## src/inc/flai_pkg.sv

```systemverilog
// Shared constants and types for the fault log array interface.
package flai_pkg;

  // Local logging array geometry.
  localparam int        ADDR_W    = 10;
  localparam int        DEPTH     = 1024;
  localparam logic [9:0] ADDR_LAST = 10'h3FF;
  localparam logic [9:0] ADDR_ZERO = 10'h000;
  localparam logic [9:0] ADDR_STEP = 10'h001;

  // Timing, in nanoseconds, and the derived cycle counts at 20 MHz.
  localparam int CLK_PERIOD_NS  = 50;
  localparam int SCAN_SETTLE_NS = 2000;
  localparam int COPY_SETTLE_NS = 100000;
  localparam int COPY_MAX_NS    = 250000000;
  localparam int DELAY_W        = 11;
  // The 2 us wait is a least time, so it rounds up.
  localparam logic [10:0] SCAN_SETTLE =
    11'((SCAN_SETTLE_NS + CLK_PERIOD_NS - 1) / CLK_PERIOD_NS);
  // The 100 us wait is a longest time, so it rounds down.
  localparam logic [10:0] COPY_SETTLE = 11'(COPY_SETTLE_NS / CLK_PERIOD_NS);
  localparam logic [10:0] DELAY_ZERO  = 11'h000;
  localparam logic [10:0] DELAY_STEP  = 11'h001;

  // Word bit positions; word bit 0 is the most significant (index 15).
  localparam int POS_B0    = 15;
  localparam int POS_B1    = 14;
  localparam int POS_B2    = 13;
  localparam int POS_B3    = 12;
  localparam int POS_B4    = 11;
  localparam int POS_B5    = 10;
  localparam int POS_B7    = 8;
  localparam int ADDR_MSB  = 9;
  localparam int ADDR_LSB  = 0;

  // Command kinds presented with the strobe.
  typedef enum logic [1:0] {
    CMD_STATUS  = 2'h0,
    CMD_CONTROL = 2'h1,
    CMD_WRITE   = 2'h2,
    CMD_READ    = 2'h3
  } flai_cmd_kind_t;

  // Sequencer states, one-hot.
  typedef enum logic [5:0] {
    ST_IDLE     = 6'h01,
    ST_COPY_IN  = 6'h02,
    ST_COPY_OUT = 6'h04,
    ST_FILL     = 6'h08,
    ST_SCAN     = 6'h10,
    ST_HALT     = 6'h20
  } flai_state_t;

  // One command from the I/O processor bus.
  typedef struct packed {
    logic           valid;
    flai_cmd_kind_t kind;
    logic [15:0]    word;
  } flai_cmd_t;

  // Signals arriving from the memory control card.
  typedef struct packed {
    logic       refresh;
    logic       rd_bit;
    logic [9:0] addr;
  } flai_mem_in_t;

  // Signals driven to the memory control cards.
  typedef struct packed {
    logic we;
    logic wr_bit;
    logic upper_half;
    logic corr_disable;
  } flai_mem_out_t;

endpackage

```

## src/verilog/flai_bit_array.sv

```systemverilog
// One-bit-wide local logging array with a write port and a read port.
`timescale 1ns/100ps
module flai_bit_array (
  input  wire logic       sys_clk,
  input  wire logic       we,
  input  wire logic [9:0] waddr,
  input  wire logic       wdata,
  input  wire logic [9:0] raddr,
  output logic            rdata
);

  logic mem [flai_pkg::DEPTH];

  // Contents are not reset, so a master clear keeps the logged image.
  always_ff @(posedge sys_clk) begin
    if (we) begin
      mem[waddr] <= wdata;
    end
  end

  // Read is combinational so the scan can test one location per cycle.
  assign rdata = mem[raddr];

endmodule

```

## src/verilog/flai_core.sv

```systemverilog
// Fault log array interface: command decode, copy, scan and fill sequencer.
`timescale 1ns/100ps

// Behaviour
// Copy-in runs from start address to last
// Copy-in busy, ready again within 100 us
// Resets terminate copy-in; copy-in beats scan
// Scan stops on logged one, ends on wrap
// Read resumes halted scan; ready after 2 us
// Commands need ready; master clear always accepted
// Control bit 4 sets correction disable
// Correction disable clears on listed events
// Bit 5 selects half one cycle later
// Control loads start address; clear keeps it
// Status shows scan in progress
// Status mirrors disable flag and half
// Copy error flag, cleared by later commands
// Status read accepted anytime, bit 1 ready
// Host writes only while ready
// Copy-out writes memory array, 100 us settle
// Block fill, overrides copy-out and single
// Single load writes one location only
// Memory array touched only at refresh
// Write bit 5 picks copy-out half
// Transfer steps with matching refresh counter
// Read returns error flag and address
// Commands sampled on the strobe cycle
module flai_core (
  input  wire logic                   sys_clk,
  input  wire logic                   sys_rst,
  input  wire flai_pkg::flai_cmd_t    cmd,
  output logic [15:0]                 resp_word,
  input  wire flai_pkg::flai_mem_in_t mem_in,
  output flai_pkg::flai_mem_out_t     mem_out,
  input  wire logic                   io_reset,
  input  wire logic                   power_fail_warning,
  input  wire logic                   power_on
);

  // Complete state of the block.
  typedef struct packed {
    flai_pkg::flai_state_t  state;
    logic [9:0]             ctr;
    logic                   half;
    logic                   dis;
    logic                   cperr;
    logic                   err_found;
    logic                   fill_bit;
    logic [10:0]            delay;
    logic [15:0]            resp;
    logic                   we;
    logic                   wbit;
    flai_pkg::flai_mem_in_t m1;
    flai_pkg::flai_mem_in_t m2;
    logic                   ref3;
    logic [2:0]             p1;
    logic [2:0]             p2;
  } flai_regs_t;

  flai_regs_t r;
  flai_regs_t next_r;
  logic       arr_we;
  logic [9:0] arr_wa;
  logic       arr_wd;
  logic       arr_rd;
  logic       rw_ok;
  logic       ref_hit;
  logic       at_last;
  logic       term;
  logic       cperr_set;
  logic       ctl_ok;
  logic       wr_ok;
  logic       mclr;

  flai_bit_array u_array (
    .sys_clk (sys_clk),
    .we      (arr_we),
    .waddr   (arr_wa),
    .wdata   (arr_wd),
    .raddr   (r.ctr),
    .rdata   (arr_rd)
  );

  // Ready only when nothing runs and the settle time has passed.
  assign rw_ok = ((r.state == flai_pkg::ST_IDLE) || (r.state == flai_pkg::ST_HALT))
                 && (r.delay == flai_pkg::DELAY_ZERO);

  // Refresh start seen on synchronised lines, at the counter's own address.
  assign ref_hit = r.m2.refresh && !r.ref3 && (r.m2.addr == r.ctr);
  assign at_last = (r.ctr == flai_pkg::ADDR_LAST);
  assign term    = |r.p2;
  assign mclr    = cmd.valid && (cmd.kind == flai_pkg::CMD_CONTROL) && cmd.word[flai_pkg::POS_B0];
  assign ctl_ok  = cmd.valid && (cmd.kind == flai_pkg::CMD_CONTROL) && rw_ok && !mclr;
  assign wr_ok   = cmd.valid && (cmd.kind == flai_pkg::CMD_WRITE) && rw_ok;

  // Next-state logic for the whole block.
  always_comb begin
    next_r    = r;
    arr_we    = 1'b0;
    arr_wa    = r.ctr;
    arr_wd    = 1'b0;
    cperr_set = 1'b0;
    // Pins from other domains pass two flip-flops before use.
    next_r.m1   = mem_in;
    next_r.m2   = r.m1;
    next_r.ref3 = r.m2.refresh;
    next_r.p1   = {io_reset, power_fail_warning, power_on};
    next_r.p2   = r.p1;
    next_r.we   = 1'b0;
    if (r.delay != flai_pkg::DELAY_ZERO) begin
      next_r.delay = r.delay - flai_pkg::DELAY_STEP;
    end
    // Sequencer progress.
    case (r.state)
      flai_pkg::ST_COPY_IN: begin
        if (ref_hit) begin
          arr_we = 1'b1;
          arr_wd = r.m2.rd_bit;
          cperr_set = r.m2.rd_bit;
          if (at_last) begin
            next_r.ctr   = flai_pkg::ADDR_ZERO;
            next_r.state = flai_pkg::ST_IDLE;
            next_r.delay = flai_pkg::COPY_SETTLE;
            next_r.dis   = 1'b0;
          end else begin
            next_r.ctr = r.ctr + flai_pkg::ADDR_STEP;
          end
        end
      end
      flai_pkg::ST_COPY_OUT: begin
        if (ref_hit) begin
          // The memory array is written only in its refresh slot.
          next_r.we   = 1'b1;
          next_r.wbit = arr_rd;
          if (at_last) begin
            next_r.ctr   = flai_pkg::ADDR_ZERO;
            next_r.state = flai_pkg::ST_IDLE;
            next_r.delay = flai_pkg::COPY_SETTLE;
            next_r.dis   = 1'b0;
          end else begin
            next_r.ctr = r.ctr + flai_pkg::ADDR_STEP;
          end
        end
      end
      flai_pkg::ST_FILL: begin
        // One location per cycle; the local array needs no refresh slot.
        arr_we = 1'b1;
        arr_wd = r.fill_bit;
        if (at_last) begin
          next_r.ctr   = flai_pkg::ADDR_ZERO;
          next_r.state = flai_pkg::ST_IDLE;
          next_r.delay = flai_pkg::SCAN_SETTLE;
        end else begin
          next_r.ctr = r.ctr + flai_pkg::ADDR_STEP;
        end
      end
      flai_pkg::ST_SCAN: begin
        if (arr_rd) begin
          next_r.state     = flai_pkg::ST_HALT;
          next_r.err_found = 1'b1;
          next_r.delay     = flai_pkg::SCAN_SETTLE;
        end else if (at_last) begin
          next_r.ctr   = flai_pkg::ADDR_ZERO;
          next_r.state = flai_pkg::ST_IDLE;
          next_r.delay = flai_pkg::SCAN_SETTLE;
        end else begin
          next_r.ctr = r.ctr + flai_pkg::ADDR_STEP;
        end
      end
      flai_pkg::ST_HALT: begin
        // The read answers with the halt address, then the scan moves on.
        if (cmd.valid && (cmd.kind == flai_pkg::CMD_READ) && rw_ok) begin
          next_r.err_found = 1'b0;
          if (at_last) begin
            next_r.ctr   = flai_pkg::ADDR_ZERO;
            next_r.state = flai_pkg::ST_IDLE;
            next_r.delay = flai_pkg::SCAN_SETTLE;
          end else begin
            next_r.ctr   = r.ctr + flai_pkg::ADDR_STEP;
            next_r.state = flai_pkg::ST_SCAN;
          end
        end
      end
      default: begin
        next_r.state = flai_pkg::ST_IDLE;
      end
    endcase
    // Command decode, only in the strobe cycle.
    if (cmd.valid) begin
      case (cmd.kind)
        flai_pkg::CMD_STATUS: begin
          next_r.resp = '0;
          next_r.resp[flai_pkg::POS_B1] = rw_ok;
          next_r.resp[flai_pkg::POS_B3] = (r.state == flai_pkg::ST_SCAN)
                                          || (r.state == flai_pkg::ST_HALT);
          next_r.resp[flai_pkg::POS_B4] = r.dis;
          next_r.resp[flai_pkg::POS_B5] = r.half;
          next_r.resp[flai_pkg::POS_B7] = r.cperr;
        end
        flai_pkg::CMD_READ: begin
          next_r.resp = '0;
          next_r.resp[flai_pkg::POS_B0] = r.err_found;
          next_r.resp[flai_pkg::POS_B1] = rw_ok;
          next_r.resp[flai_pkg::POS_B3] = (r.state == flai_pkg::ST_SCAN)
                                          || (r.state == flai_pkg::ST_HALT);
          next_r.resp[flai_pkg::POS_B4] = r.dis;
          next_r.resp[flai_pkg::POS_B5] = r.half;
          next_r.resp[flai_pkg::ADDR_MSB:flai_pkg::ADDR_LSB] = r.ctr;
        end
        flai_pkg::CMD_CONTROL: begin
          next_r.cperr = 1'b0;
          if (mclr) begin
            // Master clear resets the card but keeps the start address and the half selection.
            next_r.state     = flai_pkg::ST_IDLE;
            next_r.dis       = 1'b0;
            next_r.err_found = 1'b0;
            next_r.delay     = flai_pkg::DELAY_ZERO;
            // Undo any step the sequencer took this cycle, so the address really stays.
            next_r.ctr       = r.ctr;
          end else if (ctl_ok) begin
            next_r.ctr       = cmd.word[flai_pkg::ADDR_MSB:flai_pkg::ADDR_LSB];
            next_r.half      = cmd.word[flai_pkg::POS_B5];
            next_r.dis       = cmd.word[flai_pkg::POS_B4];
            next_r.err_found = 1'b0;
            // Copy-in wins when both operation bits are set.
            if (cmd.word[flai_pkg::POS_B2]) begin
              next_r.state = flai_pkg::ST_COPY_IN;
            end else if (cmd.word[flai_pkg::POS_B3]) begin
              next_r.state = flai_pkg::ST_SCAN;
            end else begin
              next_r.state = flai_pkg::ST_IDLE;
            end
          end
        end
        flai_pkg::CMD_WRITE: begin
          next_r.cperr = 1'b0;
          if (wr_ok) begin
            next_r.half = cmd.word[flai_pkg::POS_B5];
            next_r.err_found = 1'b0;
            if (cmd.word[flai_pkg::POS_B3]) begin
              next_r.ctr      = cmd.word[flai_pkg::ADDR_MSB:flai_pkg::ADDR_LSB];
              next_r.fill_bit = cmd.word[flai_pkg::POS_B0];
              next_r.state    = flai_pkg::ST_FILL;
            end else if (cmd.word[flai_pkg::POS_B2]) begin
              next_r.ctr   = cmd.word[flai_pkg::ADDR_MSB:flai_pkg::ADDR_LSB];
              next_r.state = flai_pkg::ST_COPY_OUT;
            end else if (cmd.word[flai_pkg::POS_B4]) begin
              arr_we = 1'b1;
              arr_wa = cmd.word[flai_pkg::ADDR_MSB:flai_pkg::ADDR_LSB];
              arr_wd = cmd.word[flai_pkg::POS_B0];
            end
          end
        end
        default: begin
          next_r.resp = r.resp;
        end
      endcase
    end
    // A logged one arriving with a clearing command is kept.
    if (cperr_set) begin
      next_r.cperr = 1'b1;
    end
    // Power and I/O resets end any operation in flight.
    if (term) begin
      next_r.state     = flai_pkg::ST_IDLE;
      next_r.dis       = 1'b0;
      next_r.err_found = 1'b0;
      next_r.delay     = flai_pkg::DELAY_ZERO;
      next_r.we        = 1'b0;
    end
  end

  // State register; the array contents are left alone by reset.
  always_ff @(posedge sys_clk) begin
    if (sys_rst) begin
      r       <= '0;
      r.state <= flai_pkg::ST_IDLE;
    end else begin
      r <= next_r;
    end
  end

  // Outputs come straight from flip-flops.
  assign resp_word          = r.resp;
  assign mem_out.we         = r.we;
  assign mem_out.wr_bit     = r.wbit;
  assign mem_out.upper_half = r.half;
  assign mem_out.corr_disable = r.dis;
endmodule

```

## config.mk

```make
export PLATFORM = sky130hd
export DESIGN_NAME = flai_core
export DESIGN_NICKNAME = d
export VERILOG_FILES = /design/src/inc/flai_pkg.sv /design/src/verilog/flai_bit_array.sv /design/src/verilog/flai_core.sv
export SDC_FILE = /design/constraint.sdc
export NUM_CORES = 2
export LEC_CHECK = 0
export ABC_AREA = 1
export BUFFER_PORTS_ARGS = -buffer_cell sky130_fd_sc_hd__buf_4
export CELL_PAD_IN_SITES_DETAIL_PLACEMENT = 2
export CELL_PAD_IN_SITES_GLOBAL_PLACEMENT = 2
export CORE_MARGIN = 2
export CORE_UTILIZATION = 35
export DETAILED_ROUTE_END_ITERATION = 10
export HOLD_SLACK_MARGIN = 0.03
export PLACE_DENSITY_LB_ADDON = 0.12
export SYNTH_ARGS = -nofsm -noshare
export SYNTH_HDL_FRONTEND = slang
export SYNTH_SLANG_ARGS = --single-unit
```

## constraint.sdc

```tcl
create_clock -name sys_clk -period 41.3 [get_ports sys_clk]
set_input_delay 6.195 -clock sys_clk [delete_from_list [all_inputs] [get_ports sys_clk]]
set_output_delay 6.195 -clock sys_clk [all_outputs]
set_load 0.05 [all_outputs]
```

==> flow_summary.rst <==
.. list-table::
   :header-rows: 1

   * - Metric
     - Value
   * - Status
     - finished, final reports clean
   * - Most frequent standard cell in the layout excluding fill and tap cells
     - sky130_fd_sc_hd__nand2_1
   * - Most frequently used flop master after synthesis
     - sky130_fd_sc_hd__edfxtp_1
   * - Part of the Yosys area used for sequential elements
     - 63.7%
   * - Cts hold-fix bufs
     - 0
   * - Final Hold Viols
     - 0
   * - Post-layout min period
     - 11.76 ns
   * - Relative slew margins
     - 12.8%
   * - Slew of the pin with the lowest slew margin
     - 1.30 ns
   * - Worst reg-to-reg path cell count
     - 14
   * - Start-to-end type of the worst setup path
     - in2reg
   * - Number of instances resized during post-cts repair
     - 0
   * - Number of distinct library cell variants in the gate-level netlist after synthesis
     - 49
   * - Final setup fails
     - 0
   * - Wire length of the first global-routing pass
     - 275000 um
   * - Wire length after detailed routing
     - 185000 um
   * - IO buf count
     - 53
   * - Maximum number of pins on one net before global-route repair
     - 274
   * - Startpoint Class
     - input pin
   * - Min-delay worst type
     - reg2reg
   * - Worst endpoint data arrival time
     - 12.20 ns
   * - Ys Warns
     - 0
   * - Clock slew at reported path FFs
     - 0.05 ns
   * - Min-Delay Startpoint
     - next_r[18]
   * - Antenna violations before repair
     - 3
   * - Average via count per standard cell
     - 5.45
   * - Depth of the worst hold-timing path
     - 2
   * - Max-slew violation count
     - 0
   * - Final-stage net count
     - 5292
   * - Reg-to-reg startpoint
     - r[49]
   * - Depth of the CTS H-tree
     - 4
   * - First DRT Iteration DRCs
     - 2401
   * - Sum of internal, switching and leakage power
     - 2540 uW
   * - Worst-case vdd ir drop
     - 0.0000335 V
   * - Io pins
     - 56
   * - EDFF count, synth
     - 1024
   * - Number of violations of the max-capacitance limit
     - 0
   * - Post-synth ARST share
     - 0%
   * - Total routing usage reported by global routing
     - 25.0%
   * - Die area
     - 149000 um^2
   * - Post-synthesis to final-layout area growth
     - 11.6%
   * - Synthesized Nets
     - 5475
   * - Fillers
     - 15600
   * - Static Leak
     - 0.0185 uW
   * - RSZ-0062 raised after global routing
     - no
   * - FF+latch count, synth
     - 1114
   * - Clock latency of the later-clocked register in the worst-skew pair
     - 0.76 ns
   * - Min-Delay Endpoint
     - next_r[6]
   * - Remaining antenna violation count
     - 0
   * - Cell Area, Synth
     - 51100 um^2
   * - Required time worst endpoint
     - 41.74 ns
   * - Highest Clock Rate
     - 85.0 MHz
   * - CTS sink count
     - 1114
   * - Largest buffer count on any clock path
     - 3
   * - Routability congestion estimate from global placement
     - 0.806
   * - Number of instances in the synthesized netlist
     - 5434
   * - Buffer type at the clock tree root
     - sky130_fd_sc_hd__clkbuf_16
   * - Commonest cells after routing, fill and taps aside
     - 1207 x sky130_fd_sc_hd__nand2_1, 1102 x sky130_fd_sc_hd__nor2_1, 1057 x sky130_fd_sc_hd__nand3_1
   * - Final critical-path share of the clock period
     - 28.5%
   * - CORE AREA
     - 145000 um^2
   * - Setup TNS
     - 0 ns
   * - Remaining Overflow, GRT
     - 0
   * - Number of remaining DRC errors
     - 0
   * - Initial Utilization
     - 35.2%
   * - Detailed placement HPWL
     - 97600 um
   * - Nature of the critical path endpoint
     - flip-flop
   * - Fraction of final layout cells sized beyond drive strength 1
     - 7.59%
   * - Post-CTS Setup Bufs
     - 0
   * - P per Cell Area
     - 44.6 nW/um^2
   * - Die Span Y
     - 386 um
   * - Number of buffers created by CTS
     - 134
   * - Clock tree from TritonCTS
     - done
   * - DR vias
     - 39600
   * - Rows
     - 140
   * - Max FO, Critical Path
     - 273
   * - Horiz. Die Dim
     - 386 um
   * - Avg Cell Area, Syn
     - 9.40 um^2
   * - Setup slack of the worst register-to-register path
     - 34.61 ns
   * - Wire length per cell
     - 25.4 um
   * - R2R Path End
     - u_array.mem[351]
   * - Count of TritonRoute iterations in the first routing pass
     - 5
   * - Final worst clock skew
     - 0.0162 ns
   * - Vias in the first global route
     - 42400
[how the worst max path moves through the flow]
stage / from / to / slack [ns]
2_1_floorplan: cmd[16] / u_array.mem[0] / 0.11
3_3_place_gp: cmd[16] / u_array.mem[130] / 29.02
3_5_place_dp: cmd[16] / u_array.mem[128] / 28.86
4_1_cts: cmd[16] / u_array.mem[136] / 29.66
5_1_grt: cmd[16] / u_array.mem[862] / 29.16
6_report: cmd[16] / u_array.mem[351] / 29.54
[per-layer routing]
metal	wire length, um	track usage (%)	vias to the layer above
met5	0	0	-
met4	4580	7.16	0
met3	6190	2.85	243
met2	94300	44.5	660
met1	79700	31.8	20800
li1	-	-	17900
[logic make-up after synthesis]
logic type | Yosys count | synth area share [%]
xor gates and xnor gates | 12 | 0.206
buffers and inverters | 648 | 5.19
adders and majority gates | 5 | 0.122
and+or+nand+nor | 3492 | 28.8
DFF | 1114 | 63.7
AOI/OAI and AO/OA | 162 | 1.98
other | 1 | 0.00734
[state kept, by name, indices dropped and copies added, names as in the netlist, named ones only]
name,count
u_array.mem,1024
next_r,16
mem_out,4
resp_word,15
r,45
[report_power, final]
part	switching [uW]	total, uW	internal, uW
combinational	131	180	49.4
sequential	8.66	1230	1220
clock	466	1130	663
total	606	2540	1940
[critical path: stages]
cell	delay, ns
sky130_fd_sc_hd__buf_4	0.12
sky130_fd_sc_hd__inv_1	0.05
sky130_fd_sc_hd__ha_1	0.49
sky130_fd_sc_hd__nand2_1	0.22
sky130_fd_sc_hd__nor2_4	0.18
sky130_fd_sc_hd__nand4_4	0.43
sky130_fd_sc_hd__o221ai_4	0.76
sky130_fd_sc_hd__buf_4	0.85
sky130_fd_sc_hd__buf_12	0.69
sky130_fd_sc_hd__buf_4	0.90
sky130_fd_sc_hd__buf_4	0.77
[layout make-up]
type | count | area (um^2) | area share, %
Sequential cell | 1114 | 32600 | 57.1
Multi-Input combinational cell | 3672 | 16000 | 28.1
Clock buffer | 177 | 3700 | 6.50
Tap cell | 1917 | 2400 | 4.21
Timing Repair Buffer | 147 | 1190 | 2.09
Inverter | 182 | 706 | 1.24
Clock inverter | 54 | 402 | 0.704
Antenna cell | 2 | 5.00 | 0.00878
[through the flow]
stage / instance area, um^2 / hold slack (ns) / worst slack (ns) / instances / utilization (%)
2_1_floorplan: 51100 / 0.388 / 0.108 / 5434 / -
3_3_place_gp: 52900 / 0.396 / 29.02 / 7032 / 36.4
3_5_place_dp: 52900 / 0.401 / 28.86 / 7032 / 36.4
4_1_cts: 57000 / 0.408 / 29.66 / 7263 / 39.3
5_1_grt: 57000 / 0.417 / 29.16 / 7263 / 39.3
6_report: 57000 / 0.398 / 29.54 / 7265 / 39.3
[Yosys cell counts (5+ instances only)]
library cell / count / area (um^2)
sky130_fd_sc_hd__ha_1: 5 / 62.6
sky130_fd_sc_hd__dfxtp_1: 90 / 1800
sky130_fd_sc_hd__o211ai_1: 7 / 52.6
sky130_fd_sc_hd__inv_2: 13 / 48.8
sky130_fd_sc_hd__inv_1: 169 / 634
sky130_fd_sc_hd__a21oi_1: 57 / 285
sky130_fd_sc_hd__xnor2_1: 5 / 43.8
sky130_fd_sc_hd__nand4_1: 24 / 150
sky130_fd_sc_hd__edfxtp_1: 1024 / 30700
sky130_fd_sc_hd__nor2_1: 1102 / 4140
sky130_fd_sc_hd__nand2_1: 1226 / 4600
sky130_fd_sc_hd__nor2_4: 6 / 67.6
sky130_fd_sc_hd__buf_4: 24 / 180
sky130_fd_sc_hd__clkbuf_1: 284 / 1070
sky130_fd_sc_hd__xor2_1: 7 / 61.3
sky130_fd_sc_hd__o22ai_1: 8 / 50.1
sky130_fd_sc_hd__o32ai_1: 8 / 70.1
sky130_fd_sc_hd__nor3_1: 32 / 160
sky130_fd_sc_hd__nand3_1: 1068 / 5350
sky130_fd_sc_hd__buf_2: 85 / 425
sky130_fd_sc_hd__o21ai_0: 43 / 215
sky130_fd_sc_hd__buf_1: 70 / 263
sky130_fd_sc_hd__a221oi_1: 11 / 96.3
sky130_fd_sc_hd__nor2_2: 17 / 106
(Power assumes the default switching activity.)
